[config.mk]
export PLATFORM = sky130hd
export DESIGN_NAME = redundant_command_decoder
export DESIGN_NICKNAME = d
export VERILOG_FILES = /design/src/design/cmd_pkg.sv /design/src/design/relay_bank.sv /design/src/design/redundant_command_decoder.sv
export SDC_FILE = /design/constraint.sdc
export NUM_CORES = 1
export LEC_CHECK = 0
export ABC_AREA = 0
export BUFFER_PORTS_ARGS = -buffer_cell sky130_fd_sc_hd__buf_4
export CAP_MARGIN = 20
export CORE_AREA = 2 2 201 203
export DETAILED_ROUTE_END_ITERATION = 8
export DIE_AREA = 0 0 203 205
export PLACE_DENSITY = 0.68
export RECOVER_POWER = 50
export SLEW_MARGIN = 20
export SYNTH_ARGS = -nofsm -noshare
export SYNTH_HDL_FRONTEND = slang
export SYNTH_SLANG_ARGS = --single-unit
[constraint.sdc]
create_clock -name CLOCK -period 4.4 [get_ports CLOCK]
set_clock_uncertainty 0.2 [all_clocks]
set_input_delay 0.88 -clock CLOCK [delete_from_list [all_inputs] [get_ports CLOCK]]
set_output_delay 0.88 -clock CLOCK [all_outputs]
set_load 0.005 [all_outputs]
[src/design/cmd_pkg.sv]
// Constants and carrier types shared by the redundant command decoder
package cmd_pkg;
    localparam int CLK_HZ = 50_000_000;
    localparam int CYC_PER_MS = CLK_HZ / 1000;
    // Times in ms, cycle counts derived from the clock rate
    localparam int ACQ_MS = 50;
    localparam int ACQ_CYC = ACQ_MS * CYC_PER_MS;
    localparam int DWELL_MS = 20;
    localparam int DWELL_CYC = DWELL_MS * CYC_PER_MS;
    localparam int EXEC_MIN_MS = 5;
    localparam int EXEC_MIN_CYC = EXEC_MIN_MS * CYC_PER_MS;
    localparam int FIRE_MIN_MS = 1000;
    localparam int FIRE_MIN_CYC = FIRE_MIN_MS * CYC_PER_MS;
    localparam int PULSE_MS = 20;
    localparam int PULSE_CYC = PULSE_MS * CYC_PER_MS;
    // Source and command number space
    localparam int NUM_SRC = 4;
    localparam int NUM_RELAY = 60;
    localparam int NUM_LATCH_CMD = 120;
    localparam int NUM_PULSE = 50;
    localparam int MAX_CMD = 254;
    localparam logic [7:0] CMD_NONE = 8'h00;
    localparam logic [7:0] CMD_ALL1 = 8'hFF;
    localparam logic [7:0] PULSE_BASE = 8'h79;
    localparam logic [7:0] ARM_CMD = 8'hAB;
    localparam logic [7:0] FIRE_CMD = 8'hAC;
    localparam logic [7:0] ADDR_CH0 = 8'h5A;
    localparam logic [7:0] ADDR_CH1 = 8'hA5;
    localparam int TLM_W = 9;
    localparam logic [8:0] TLM_RESET = 9'h000;

    typedef struct packed {
        logic [TLM_W-1:0] cmd_word;
        logic [TLM_W-1:0] exec_word;
    } tlm_t;

    typedef struct packed {
        logic [NUM_SRC-1:0] tone;
        logic [NUM_SRC-1:0] snr_ok;
        logic [NUM_SRC-1:0] data;
        logic [NUM_SRC-1:0] strobe;
        logic [NUM_SRC-1:0] exec;
    } rx_t;
endpackage

[src/design/relay_bank.sv]
// Latching relay bank: one stored state per relay, registered read-out
`timescale 1ns/10ps
`default_nettype none
module relay_bank #(
    parameter int N = 60,
    parameter int IW = 6
) (
    // Clock and reset
    input wire logic clk,
    input wire logic resetn,
    // Write port
    input wire logic we,
    input wire logic [IW-1:0] idx,
    input wire logic val,
    // Stored states
    output logic [N-1:0] state
);
    logic [N-1:0] mem;

    always_ff @(posedge clk) begin
        if (!resetn) begin
            mem <= '0;
        end else if (we && idx < IW'(N)) begin
            mem[idx] <= val;
        end
    end

    always_ff @(posedge clk) begin
        if (!resetn) begin
            state <= '0;
        end else begin
            state <= mem;
        end
    end
endmodule
`default_nettype wire

[src/design/redundant_command_decoder.sv]
// Two redundant command channels with source scanning, merge and relay/pulse outputs
`timescale 1ns/10ps
`default_nettype none
module redundant_command_decoder
    import cmd_pkg::*;
#(
    parameter int ACQ_N = cmd_pkg::ACQ_CYC,
    parameter int DWELL_N = cmd_pkg::DWELL_CYC,
    parameter int EXEC_N = cmd_pkg::EXEC_MIN_CYC,
    parameter int FIRE_N = cmd_pkg::FIRE_MIN_CYC,
    parameter int PULSE_N = cmd_pkg::PULSE_CYC
) (
    // Clock and reset
    input wire logic CLOCK,
    input wire logic RESETN,
    // Receiver baseband indications, asynchronous
    input wire cmd_pkg::rx_t RX,
    // Telemetry verification words and real-time subcarrier shift
    output var cmd_pkg::tlm_t TLM,
    output logic SUBCARRIER_SHIFT,
    // Command function outputs
    output logic [cmd_pkg::NUM_RELAY-1:0] RELAY_OUT,
    output logic [cmd_pkg::NUM_PULSE-1:0] PULSE_OUT,
    output logic FIRE_OUT,
    output logic ARMED,
    // Source selected by each channel
    output logic [1:0] SEL0,
    output logic [1:0] SEL1
);
    import cmd_pkg::*;

    typedef enum logic [3:0] {
        ST_SCAN = 4'h1,
        ST_ADDR = 4'h2,
        ST_NUM = 4'h4,
        ST_HOLD = 4'h8
    } ch_state_t;

    function automatic logic cmd_valid(input logic [7:0] n);
        return n != CMD_NONE && n != CMD_ALL1;
    endfunction

    // Two-stage synchroniser, third stage only for strobe edges
    rx_t rx_a, rx_b;
    logic [NUM_SRC-1:0] strobe_c;
    always_ff @(posedge CLOCK) begin
        if (!RESETN) begin
            rx_a <= '0;
            rx_b <= '0;
            strobe_c <= '0;
        end else begin
            rx_a <= RX;
            rx_b <= rx_a;
            strobe_c <= rx_b.strobe;
        end
    end

    ch_state_t state [2];
    logic [1:0] sel [2];
    logic [31:0] cnt [2];
    logic [31:0] xlen [2];
    logic [7:0] sh [2];
    logic [2:0] bits [2];
    logic [7:0] cmd [2];
    logic go [2];
    logic tone_s [2], snr_s [2], bit_s [2], stb_s [2], exe_s [2];
    logic [7:0] own_addr [2];
    logic [7:0] next_sh [2];

    assign own_addr[0] = ADDR_CH0;
    assign own_addr[1] = ADDR_CH1;

    always_comb begin
        for (int c = 0; c < 2; c++) begin
            tone_s[c] = rx_b.tone[sel[c]];
            snr_s[c] = rx_b.snr_ok[sel[c]];
            bit_s[c] = rx_b.data[sel[c]];
            stb_s[c] = rx_b.strobe[sel[c]] && !strobe_c[sel[c]];
            exe_s[c] = rx_b.exec[sel[c]];
            next_sh[c] = {sh[c][6:0], bit_s[c]};
        end
    end

    // Per-channel scan, acquisition, address and number decoding
    always_ff @(posedge CLOCK) begin
        if (!RESETN) begin
            for (int c = 0; c < 2; c++) begin
                state[c] <= ST_SCAN;
                sel[c] <= 2'(c);
                cnt[c] <= '0;
                xlen[c] <= '0;
                sh[c] <= '0;
                bits[c] <= '0;
                cmd[c] <= CMD_NONE;
                go[c] <= 1'b0;
            end
        end else begin
            for (int c = 0; c < 2; c++) begin
                go[c] <= 1'b0;
                case (state[c])
                    ST_SCAN: begin
                        bits[c] <= '0;
                        if (tone_s[c] && snr_s[c]) begin
                            // Tone above threshold must also last long enough
                            if (cnt[c] >= 32'(ACQ_N - 1)) begin
                                state[c] <= ST_ADDR;
                                cnt[c] <= '0;
                            end else begin
                                cnt[c] <= cnt[c] + 32'h1;
                            end
                        end else if (cnt[c] >= 32'(DWELL_N - 1)) begin
                            sel[c] <= sel[c] + 2'h1;
                            cnt[c] <= '0;
                        end else begin
                            cnt[c] <= tone_s[c] ? '0 : cnt[c] + 32'h1;
                        end
                    end
                    ST_ADDR: begin
                        if (stb_s[c]) begin
                            sh[c] <= next_sh[c];
                            bits[c] <= bits[c] + 3'h1;
                            if (bits[c] == 3'h7) begin
                                // Only the decoder owning this address proceeds
                                state[c] <= (next_sh[c] == own_addr[c]) ? ST_NUM : ST_SCAN;
                            end
                        end
                    end
                    ST_NUM: begin
                        if (stb_s[c]) begin
                            sh[c] <= next_sh[c];
                            bits[c] <= bits[c] + 3'h1;
                            if (bits[c] == 3'h7) begin
                                if (cmd_valid(next_sh[c])) begin
                                    cmd[c] <= next_sh[c];
                                    state[c] <= ST_HOLD;
                                    xlen[c] <= '0;
                                end else begin
                                    state[c] <= ST_SCAN;
                                end
                            end
                        end
                    end
                    ST_HOLD: begin
                        // Waits for the ground to verify before executing
                        if (exe_s[c]) begin
                            if (xlen[c] != 32'hFFFF_FFFF) begin
                                xlen[c] <= xlen[c] + 32'h1;
                            end
                        end else if (xlen[c] != '0) begin
                            // Act at tone end, so duration is known for critical commands
                            go[c] <= xlen[c] >= 32'(EXEC_N);
                            state[c] <= ST_SCAN;
                            cnt[c] <= '0;
                        end
                    end
                    default: state[c] <= ST_SCAN;
                endcase
            end
        end
    end

    // Merge stage: channel 0 takes precedence when both complete together
    logic any_go, win;
    logic [7:0] win_cmd;
    logic [31:0] win_len;
    assign any_go = go[0] || go[1];
    assign win = !go[0];
    assign win_cmd = cmd[win];
    assign win_len = xlen[win];

    logic relay_we, relay_val;
    logic [5:0] relay_idx;
    logic [7:0] lin_cmd;
    logic [7:0] pidx;
    assign lin_cmd = win_cmd - 8'h01;
    assign pidx = win_cmd - PULSE_BASE;

    always_ff @(posedge CLOCK) begin
        if (!RESETN) begin
            relay_we <= 1'b0;
            relay_val <= 1'b0;
            relay_idx <= '0;
        end else begin
            // Odd number energises, even number releases the same relay
            relay_we <= any_go && win_cmd <= 8'(NUM_LATCH_CMD);
            relay_val <= !lin_cmd[0];
            relay_idx <= lin_cmd[6:1];
        end
    end

    relay_bank #(.N(NUM_RELAY), .IW(6)) u_relays (
        .clk(CLOCK),
        .resetn(RESETN),
        .we(relay_we),
        .idx(relay_idx),
        .val(relay_val),
        .state(RELAY_OUT)
    );

    // Momentary outputs share one width timer
    logic [31:0] pcnt;
    always_ff @(posedge CLOCK) begin
        if (!RESETN) begin
            PULSE_OUT <= '0;
            FIRE_OUT <= 1'b0;
            ARMED <= 1'b0;
            pcnt <= '0;
        end else if (any_go && win_cmd >= PULSE_BASE
                     && win_cmd < PULSE_BASE + 8'(NUM_PULSE)) begin
            PULSE_OUT <= '0;
            PULSE_OUT[pidx[5:0]] <= 1'b1;
            pcnt <= 32'(PULSE_N);
        end else if (any_go && win_cmd == ARM_CMD) begin
            ARMED <= 1'b1;
        end else if (any_go && win_cmd == FIRE_CMD && ARMED
                     && win_len >= 32'(FIRE_N)) begin
            FIRE_OUT <= 1'b1;
            ARMED <= 1'b0;
            pcnt <= 32'(PULSE_N);
        end else if (pcnt > 32'h1) begin
            pcnt <= pcnt - 32'h1;
        end else begin
            PULSE_OUT <= '0;
            FIRE_OUT <= 1'b0;
            pcnt <= '0;
        end
    end

    // Telemetry verification and real-time execute indication
    logic exec_now;
    assign exec_now = (state[0] == ST_HOLD && exe_s[0]) || (state[1] == ST_HOLD && exe_s[1]);
    always_ff @(posedge CLOCK) begin
        if (!RESETN) begin
            TLM <= {TLM_RESET, TLM_RESET};
            SUBCARRIER_SHIFT <= 1'b0;
            SEL0 <= '0;
            SEL1 <= '0;
        end else begin
            TLM.cmd_word <= {state[0] == ST_HOLD || state[1] == ST_HOLD,
                             (state[1] == ST_HOLD) ? cmd[1] : cmd[0]};
            TLM.exec_word <= {8'h00, exec_now};
            SUBCARRIER_SHIFT <= exec_now;
            SEL0 <= sel[0];
            SEL1 <= sel[1];
        end
    end
endmodule
`default_nettype wire

# [Word-level counts from Yosys, hierarchy flattened]
# Memory sizes are Yosys's and may differ from the RTL's.
# Cells that the tools add are included.
# Widths: inputs -> output; s select.
[word_totals] out_inout_bits=135 ram_bits=180 elab_cells=380 in_bits=22 memories=8 register_bits=278
[mem_list] memory="cnt" words=2 width=32 read_ports=2 rd_ports_with_merged_regs=0 write_ports=2 line="redundant_command_decoder.sv:60" text="logic [31:0] cnt [2];"
[mem_list] memory="xlen" words=2 width=32 read_ports=3 rd_ports_with_merged_regs=0 write_ports=2 line="redundant_command_decoder.sv:61" text="logic [31:0] xlen [2];"
[mem_list] memory="cmd" words=2 width=8 read_ports=3 rd_ports_with_merged_regs=0 write_ports=2 line="redundant_command_decoder.sv:64" text="logic [7:0] cmd [2];"
[mem_list] memory="sh" words=2 width=8 read_ports=2 rd_ports_with_merged_regs=0 write_ports=2 line="redundant_command_decoder.sv:62" text="logic [7:0] sh [2];"
[mem_list] memory="state" words=2 width=4 read_ports=2 rd_ports_with_merged_regs=0 write_ports=2 line="redundant_command_decoder.sv:58" text="ch_state_t state [2];"
[mem_list] memory="bits" words=2 width=3 read_ports=2 rd_ports_with_merged_regs=0 write_ports=2 line="redundant_command_decoder.sv:63" text="logic [2:0] bits [2];"
[mem_list] memory="+2 memories"
[op_classes] muxes=212 add_sub_neg=11 bitwise_logic=47 reduce_logical=36 order_cmp=18 eq_ne=22
[op_table] cell="$mux 32" n=18
[op_table] cell="$mux 50" n=4
[op_table] cell="$mux 1" n=144
[op_table] cell="$add 32x1->32 const B" n=4
[op_table] cell="$ge 32x18->1 const B" n=2
[op_table] cell="$ge 32x20->1 const B" n=2
[op_table] cell="$ge 32x22->1 const B" n=2
[op_table] cell="$ne 32x32->1 const B" n=2
[op_table] cell="$reduce_bool 32->1" n=2
[op_table] cell="$bwmux 60" n=1
[op_table] cell="$mux 8" n=7
[op_table] cell="$mux 4" n=12
[op_table] cell="$or 1x1->1" n=44
[op_table] cell="$mux 20" n=2
[op_table] cell="$ge 32x26->1 const B" n=1
[op_table] cell="$gt 32x1->1 const B" n=1
[op_table] cell="$sub 32x1->32 const B" n=1
[op_table] cell="$bmux 1 s2" n=12
[op_table] cell="$eq 8x8->1 const B" n=3
[op_table] cell="$mux 3" n=8
[op_table] cell="$logic_and 1x1->1" n=18
[op_table] cell="$ne 8x8->1 const B" n=2
[op_table] cell="$reduce_bool 8->1" n=2
[op_table] cell="$lt 6x7->1 const B" n=2
[op_table] cell="27 further kinds" n=50

# [Logic depth before layout (Yosys ltp)]
# An unclocked memory read counts as a cell.
[depth] depth_word=15 mapped_depth=12 ltp_nobuf=8

# [By module]
# A second synthesis with hierarchy kept.
[hier_totals] hier_cells=1837 area_unflattened_um2=19322.3
[modules_own_cells] mod="redundant_command_decoder" n_inst=1 area_each_um2=15342.2 cells_each=1461 seq_area_each_um2=8338.0
[modules_own_cells] mod="relay_bank" n_inst=1 area_each_um2=3980.1 cells_each=376 seq_area_each_um2=2402.3

# [Worst setup path before layout]
# OpenSTA, ideal clock, no wires.
[synth_timing] path_kind="register -> register" start="memory sel[1][0] (netlist: sel[0][2])" end="memory xlen[1][0] (enable)" stages_incl_launch_ff=7 required_ps=3806 arrival_time_ps=3308 setup_slack_ps=498 n_path_buf=1 cell_sequence="edfxtp_1 buf_2 mux4_2 nand4_1 o22ai_1 o41ai_1 nand2b_1"
[synth_lines] item="from (decl)" line="redundant_command_decoder.sv:59" text="logic [1:0] sel [2];"
[synth_lines] item="to (decl)" line="redundant_command_decoder.sv:61"

==> flow_summary.yaml <==
cells_and_area:
  seq_area_um2: 10700
  layout-drive-gt1-share_pct: 12.7
  num_antenna_cells: 0
  area.growth.synth_to_final_pct: 15.4
  layout.filler_cells: 3385
  nNetsFinal: 2067
  multi_input_area_um2: 8250
worst_setup_path:
  worst_reg2reg_setup_slack_ps: 740
  cpMaxStageDelayCell: "sky130_fd_sc_hd__clkbuf_1"
  cp-end-kind: "flip-flop"
  critPathLaunchType: "primary input"
  timing.rr.start: "cmd[0][0]$_SDFFCE_PN0P_"
  critical_path_cell_count: 5
  crit_family: "buffers and inverters"
  end_of_the_critical_path: "xlen[1][5]$_SDFFCE_PN0P_"
  cp.arrival_ps: 3720
  crit_start: "RESETN"
  critPathMaxFanout: 32
  cp.buffers_inverters: 2
  path_cells: "clkbuf_1 > nand3_1 > a31o_2 > nand2b_1 > buf_4"
  critPathRequiredTime_ps: 4430
  rr_worst_depth: 10
  timing.rr.end: "PULSE_OUT[9]$_SDFFE_PN0P_"
  max_stage_delay_ps: 1200
  setup.worst_path.class: "in2reg"
floorplan:
  placementRows: 73
  floorplan.die_area_um2: 41600
  die_x_um: 203
  floorplan.initialDensity_pct: 49.4
  coreArea_um2: 39400
  die_y_um: 205
  pin_count: 157
synthesis:
  ys.flop_type: "sky130_fd_sc_hd__dfxtp_1"
  synth_cell_types: 81
  async_reset_ff_share_pct: 0
  post-synth-top-count-cell: "sky130_fd_sc_hd__dfxtp_1"
  synth_sequential_area_ratio_pct: 55.3
  syn-mean-instance-area_um2: 10.2
  share_of_yosys_cell_area_claimed_by_the_top_area_cell_type_pct: 27.9
  synthCells: 1900
  synthTopCellsByCount: "sky130_fd_sc_hd__dfxtp_1, sky130_fd_sc_hd__edfxtp_1, sky130_fd_sc_hd__nor2_1"
  synth-warning-count: 0
  ys_seq_elements: 448
  synthesis.area_um2: 19400
  synth-edff-count: 177
  synthTopCellsByArea: "sky130_fd_sc_hd__dfxtp_1, sky130_fd_sc_hd__edfxtp_1, sky130_fd_sc_hd__and2_1"
  synth_area_leader_cell: "sky130_fd_sc_hd__dfxtp_1"
sta:
  finalMaxSlewViolations: 55
  total_count_of_hold_check_failures_in_the_final_report: 0
  grt_setup_unrepaired: "false"
  setup-violations-final: 0
  share_of_the_clock_period_used_by_the_worst_path_after_layout_pct: 83.8
  worst_slew_margin_rel_pct: -14.3
  worstMarginPinSlew_ps: 1720
  setup_ws_ps: 712
  fmax_ghz: 0.271
  final.min_clock_period_ps: 3690
  setup_tns_ps: 0
  worst_hold_slack_ps: 226
clock_network:
  cts_hold_buffers: 0
  clk_pin_slew_worst_paths_ps: 60
  postCtsSetupBuffers: 0
  tritoncts_clock_tree: "done"
  clock_latency_ps: 600
  ctsLongestPathBuffers: 3
  cts.repair.resized: 0
  cts_htree_levels: 2
  clk_root_buffer_cell: "sky130_fd_sc_hd__clkbuf_16"
  cts_num_sinks: 448
  cts_inserted_buffers: 46
power_and_ir_drop:
  power.static_leakage_nw: 8.08
  powerDensity_nw_per_um2: 466
  peakVddDrop_uv: 319
placement:
  globalplace.congestion: 0.885
  preCtsSetupSlack_ps: 908
  dp_hpwl_um: 29700
  placement.io_buffers: 148
global_route:
  grt_start_max_net_pins: 108
  antenna_found_initial: 0
  final_global_route_overflow_total: 0
  grt_use_total_pct: 21.1
  grt_first_pass_wirelength_um: 71500
  grt_pass1_vias: 13600
route:
  route.met3.wl_um: 2350
  vias_per_cell: 5.56
  routedLengthMet1_um: 19400
  drtPass1Iterations: 6
  routed_wl_um: 43600
  met2WireLength_um: 20400
  detailroute.via_count: 14400
  drtIter0Drc: 1038
  antenna_violating_nets_post_route: 0
  wire_per_inst_um: 16.8
  dr_drc_count: 0
  topRoutingLayerUsed: "met4"
run_status:
  violations: "max-capacitance violations, max-slew violations"
  status: "finished, violations left"
hold_path:
  min_path_type: "reg2reg"
run:
  max_cap_violations: 2
-- layout make-up --
type / count / share of cell area (%)
tap: 525 / 2.93
clock buffer: 67 / 5.77
inverter: 25 / 0.418
clock inverter: 18 / 0.853
sequential: 448 / 47.9
timing repair buffer: 168 / 5.39
multi-input combinational: 1340 / 36.8
-- state kept, by name, summed over array words and instances, names as in the netlist, 8 cells and up --
signal and cells:
cnt 64, rx_b 20, PULSE_OUT 50, pcnt 32, u_relays.mem 60, rx_a 20
state 8, cmd 16, xlen 64, u_relays.state 60, sh 14, TLM 9
-- kinds of logic after synthesis --
group	share of synthesized area, %
flip-flops	55.3
AO/OA/AOI/OAI	10.2
buffers and inverters	3.02
other	0.0386
XOR/XNOR	5.45
AND/OR/NAND/NOR	23.1
multiplexers	1.91
adder cells (fa/ha/maj)	1.03
-- worst register-to-register path: stages, from the launching register on --
cell and delay [ps]:
sky130_fd_sc_hd__edfxtp_1 420, sky130_fd_sc_hd__mux2i_1 650, sky130_fd_sc_hd__inv_1 300, sky130_fd_sc_hd__ha_1 280, sky130_fd_sc_hd__nand3b_1 160, sky130_fd_sc_hd__a32oi_1 330
sky130_fd_sc_hd__o21ai_1 110, sky130_fd_sc_hd__buf_4 310, sky130_fd_sc_hd__a31oi_4 160, sky130_fd_sc_hd__buf_4 430, sky130_fd_sc_hd__a22o_1 250
-- where the power goes --
| part | internal [mW] | switching [mW] | leakage (nW) | total (mW) |
|---|---|---|---|---|
| clock | 2.18 | 1.63 | 0.735 | 3.81 |
| combinational | 0.679 | 0.885 | 3.29 | 1.56 |
| sequential | 4.70 | 0.385 | 4.05 | 5.08 |
-- worst min-delay path by stage --
stage | endpoint | startpoint | depth (start not counted)
floorplan | rx_b[0]$_SDFF_PN0_ | rx_a[0]$_SDFF_PN0_ | 1
global placement | rx_b[6]$_SDFF_PN0_ | rx_a[6]$_SDFF_PN0_ | 1
detailed placement | rx_b[14]$_SDFF_PN0_ | rx_a[14]$_SDFF_PN0_ | 1
CTS | rx_b[8]$_SDFF_PN0_ | rx_a[8]$_SDFF_PN0_ | 1
global route | rx_b[8]$_SDFF_PN0_ | rx_a[8]$_SDFF_PN0_ | 1
finish | rx_b[8]$_SDFF_PN0_ | rx_a[8]$_SDFF_PN0_ | 1
-- cell usage in the layout (no fill, tap or decap), drive strengths merged, types with 6 or more instances in the layout --
cell    instances
ha             16
nor3b           8
mux2i          13
a31oi           6
and4           15
a22o           48
clkinv         13
o211ai         10
o21ai          83
xnor2          60
buf            38
nand2         111
nor3           80
or3            22
inv            28
a21oi          95
nor2b          32
or4            17
nand4          29
and2          138
and3           25
nand3b          7
nand3         119
a211oi         13
nand2b         12
mux4            9
edfxtp        177
clkbuf        197
xor2           61
nor2          164
dfxtp         271
nor4           33
conb           30
-- metrics by stage --
stage	power (mW)	utilization, %	cell area, um^2	cells
floorplan	6.30	-	19500	1928
global placement	6.68	53.3	21000	2506
detailed placement	6.73	53.3	21000	2506
CTS	10.6	57.1	22500	2591
global route	11.0	57.0	22400	2591
finish	10.5	57.0	22400	2591
-- metal layers --
layer,track usage [%],up-vias
met2,34.1,384
met4,7.69,0
met3,3.61,87
met1,28.7,6876
li1,-,7053
met5,0,-
No activity file was read; power rests on OpenSTA's default activity.
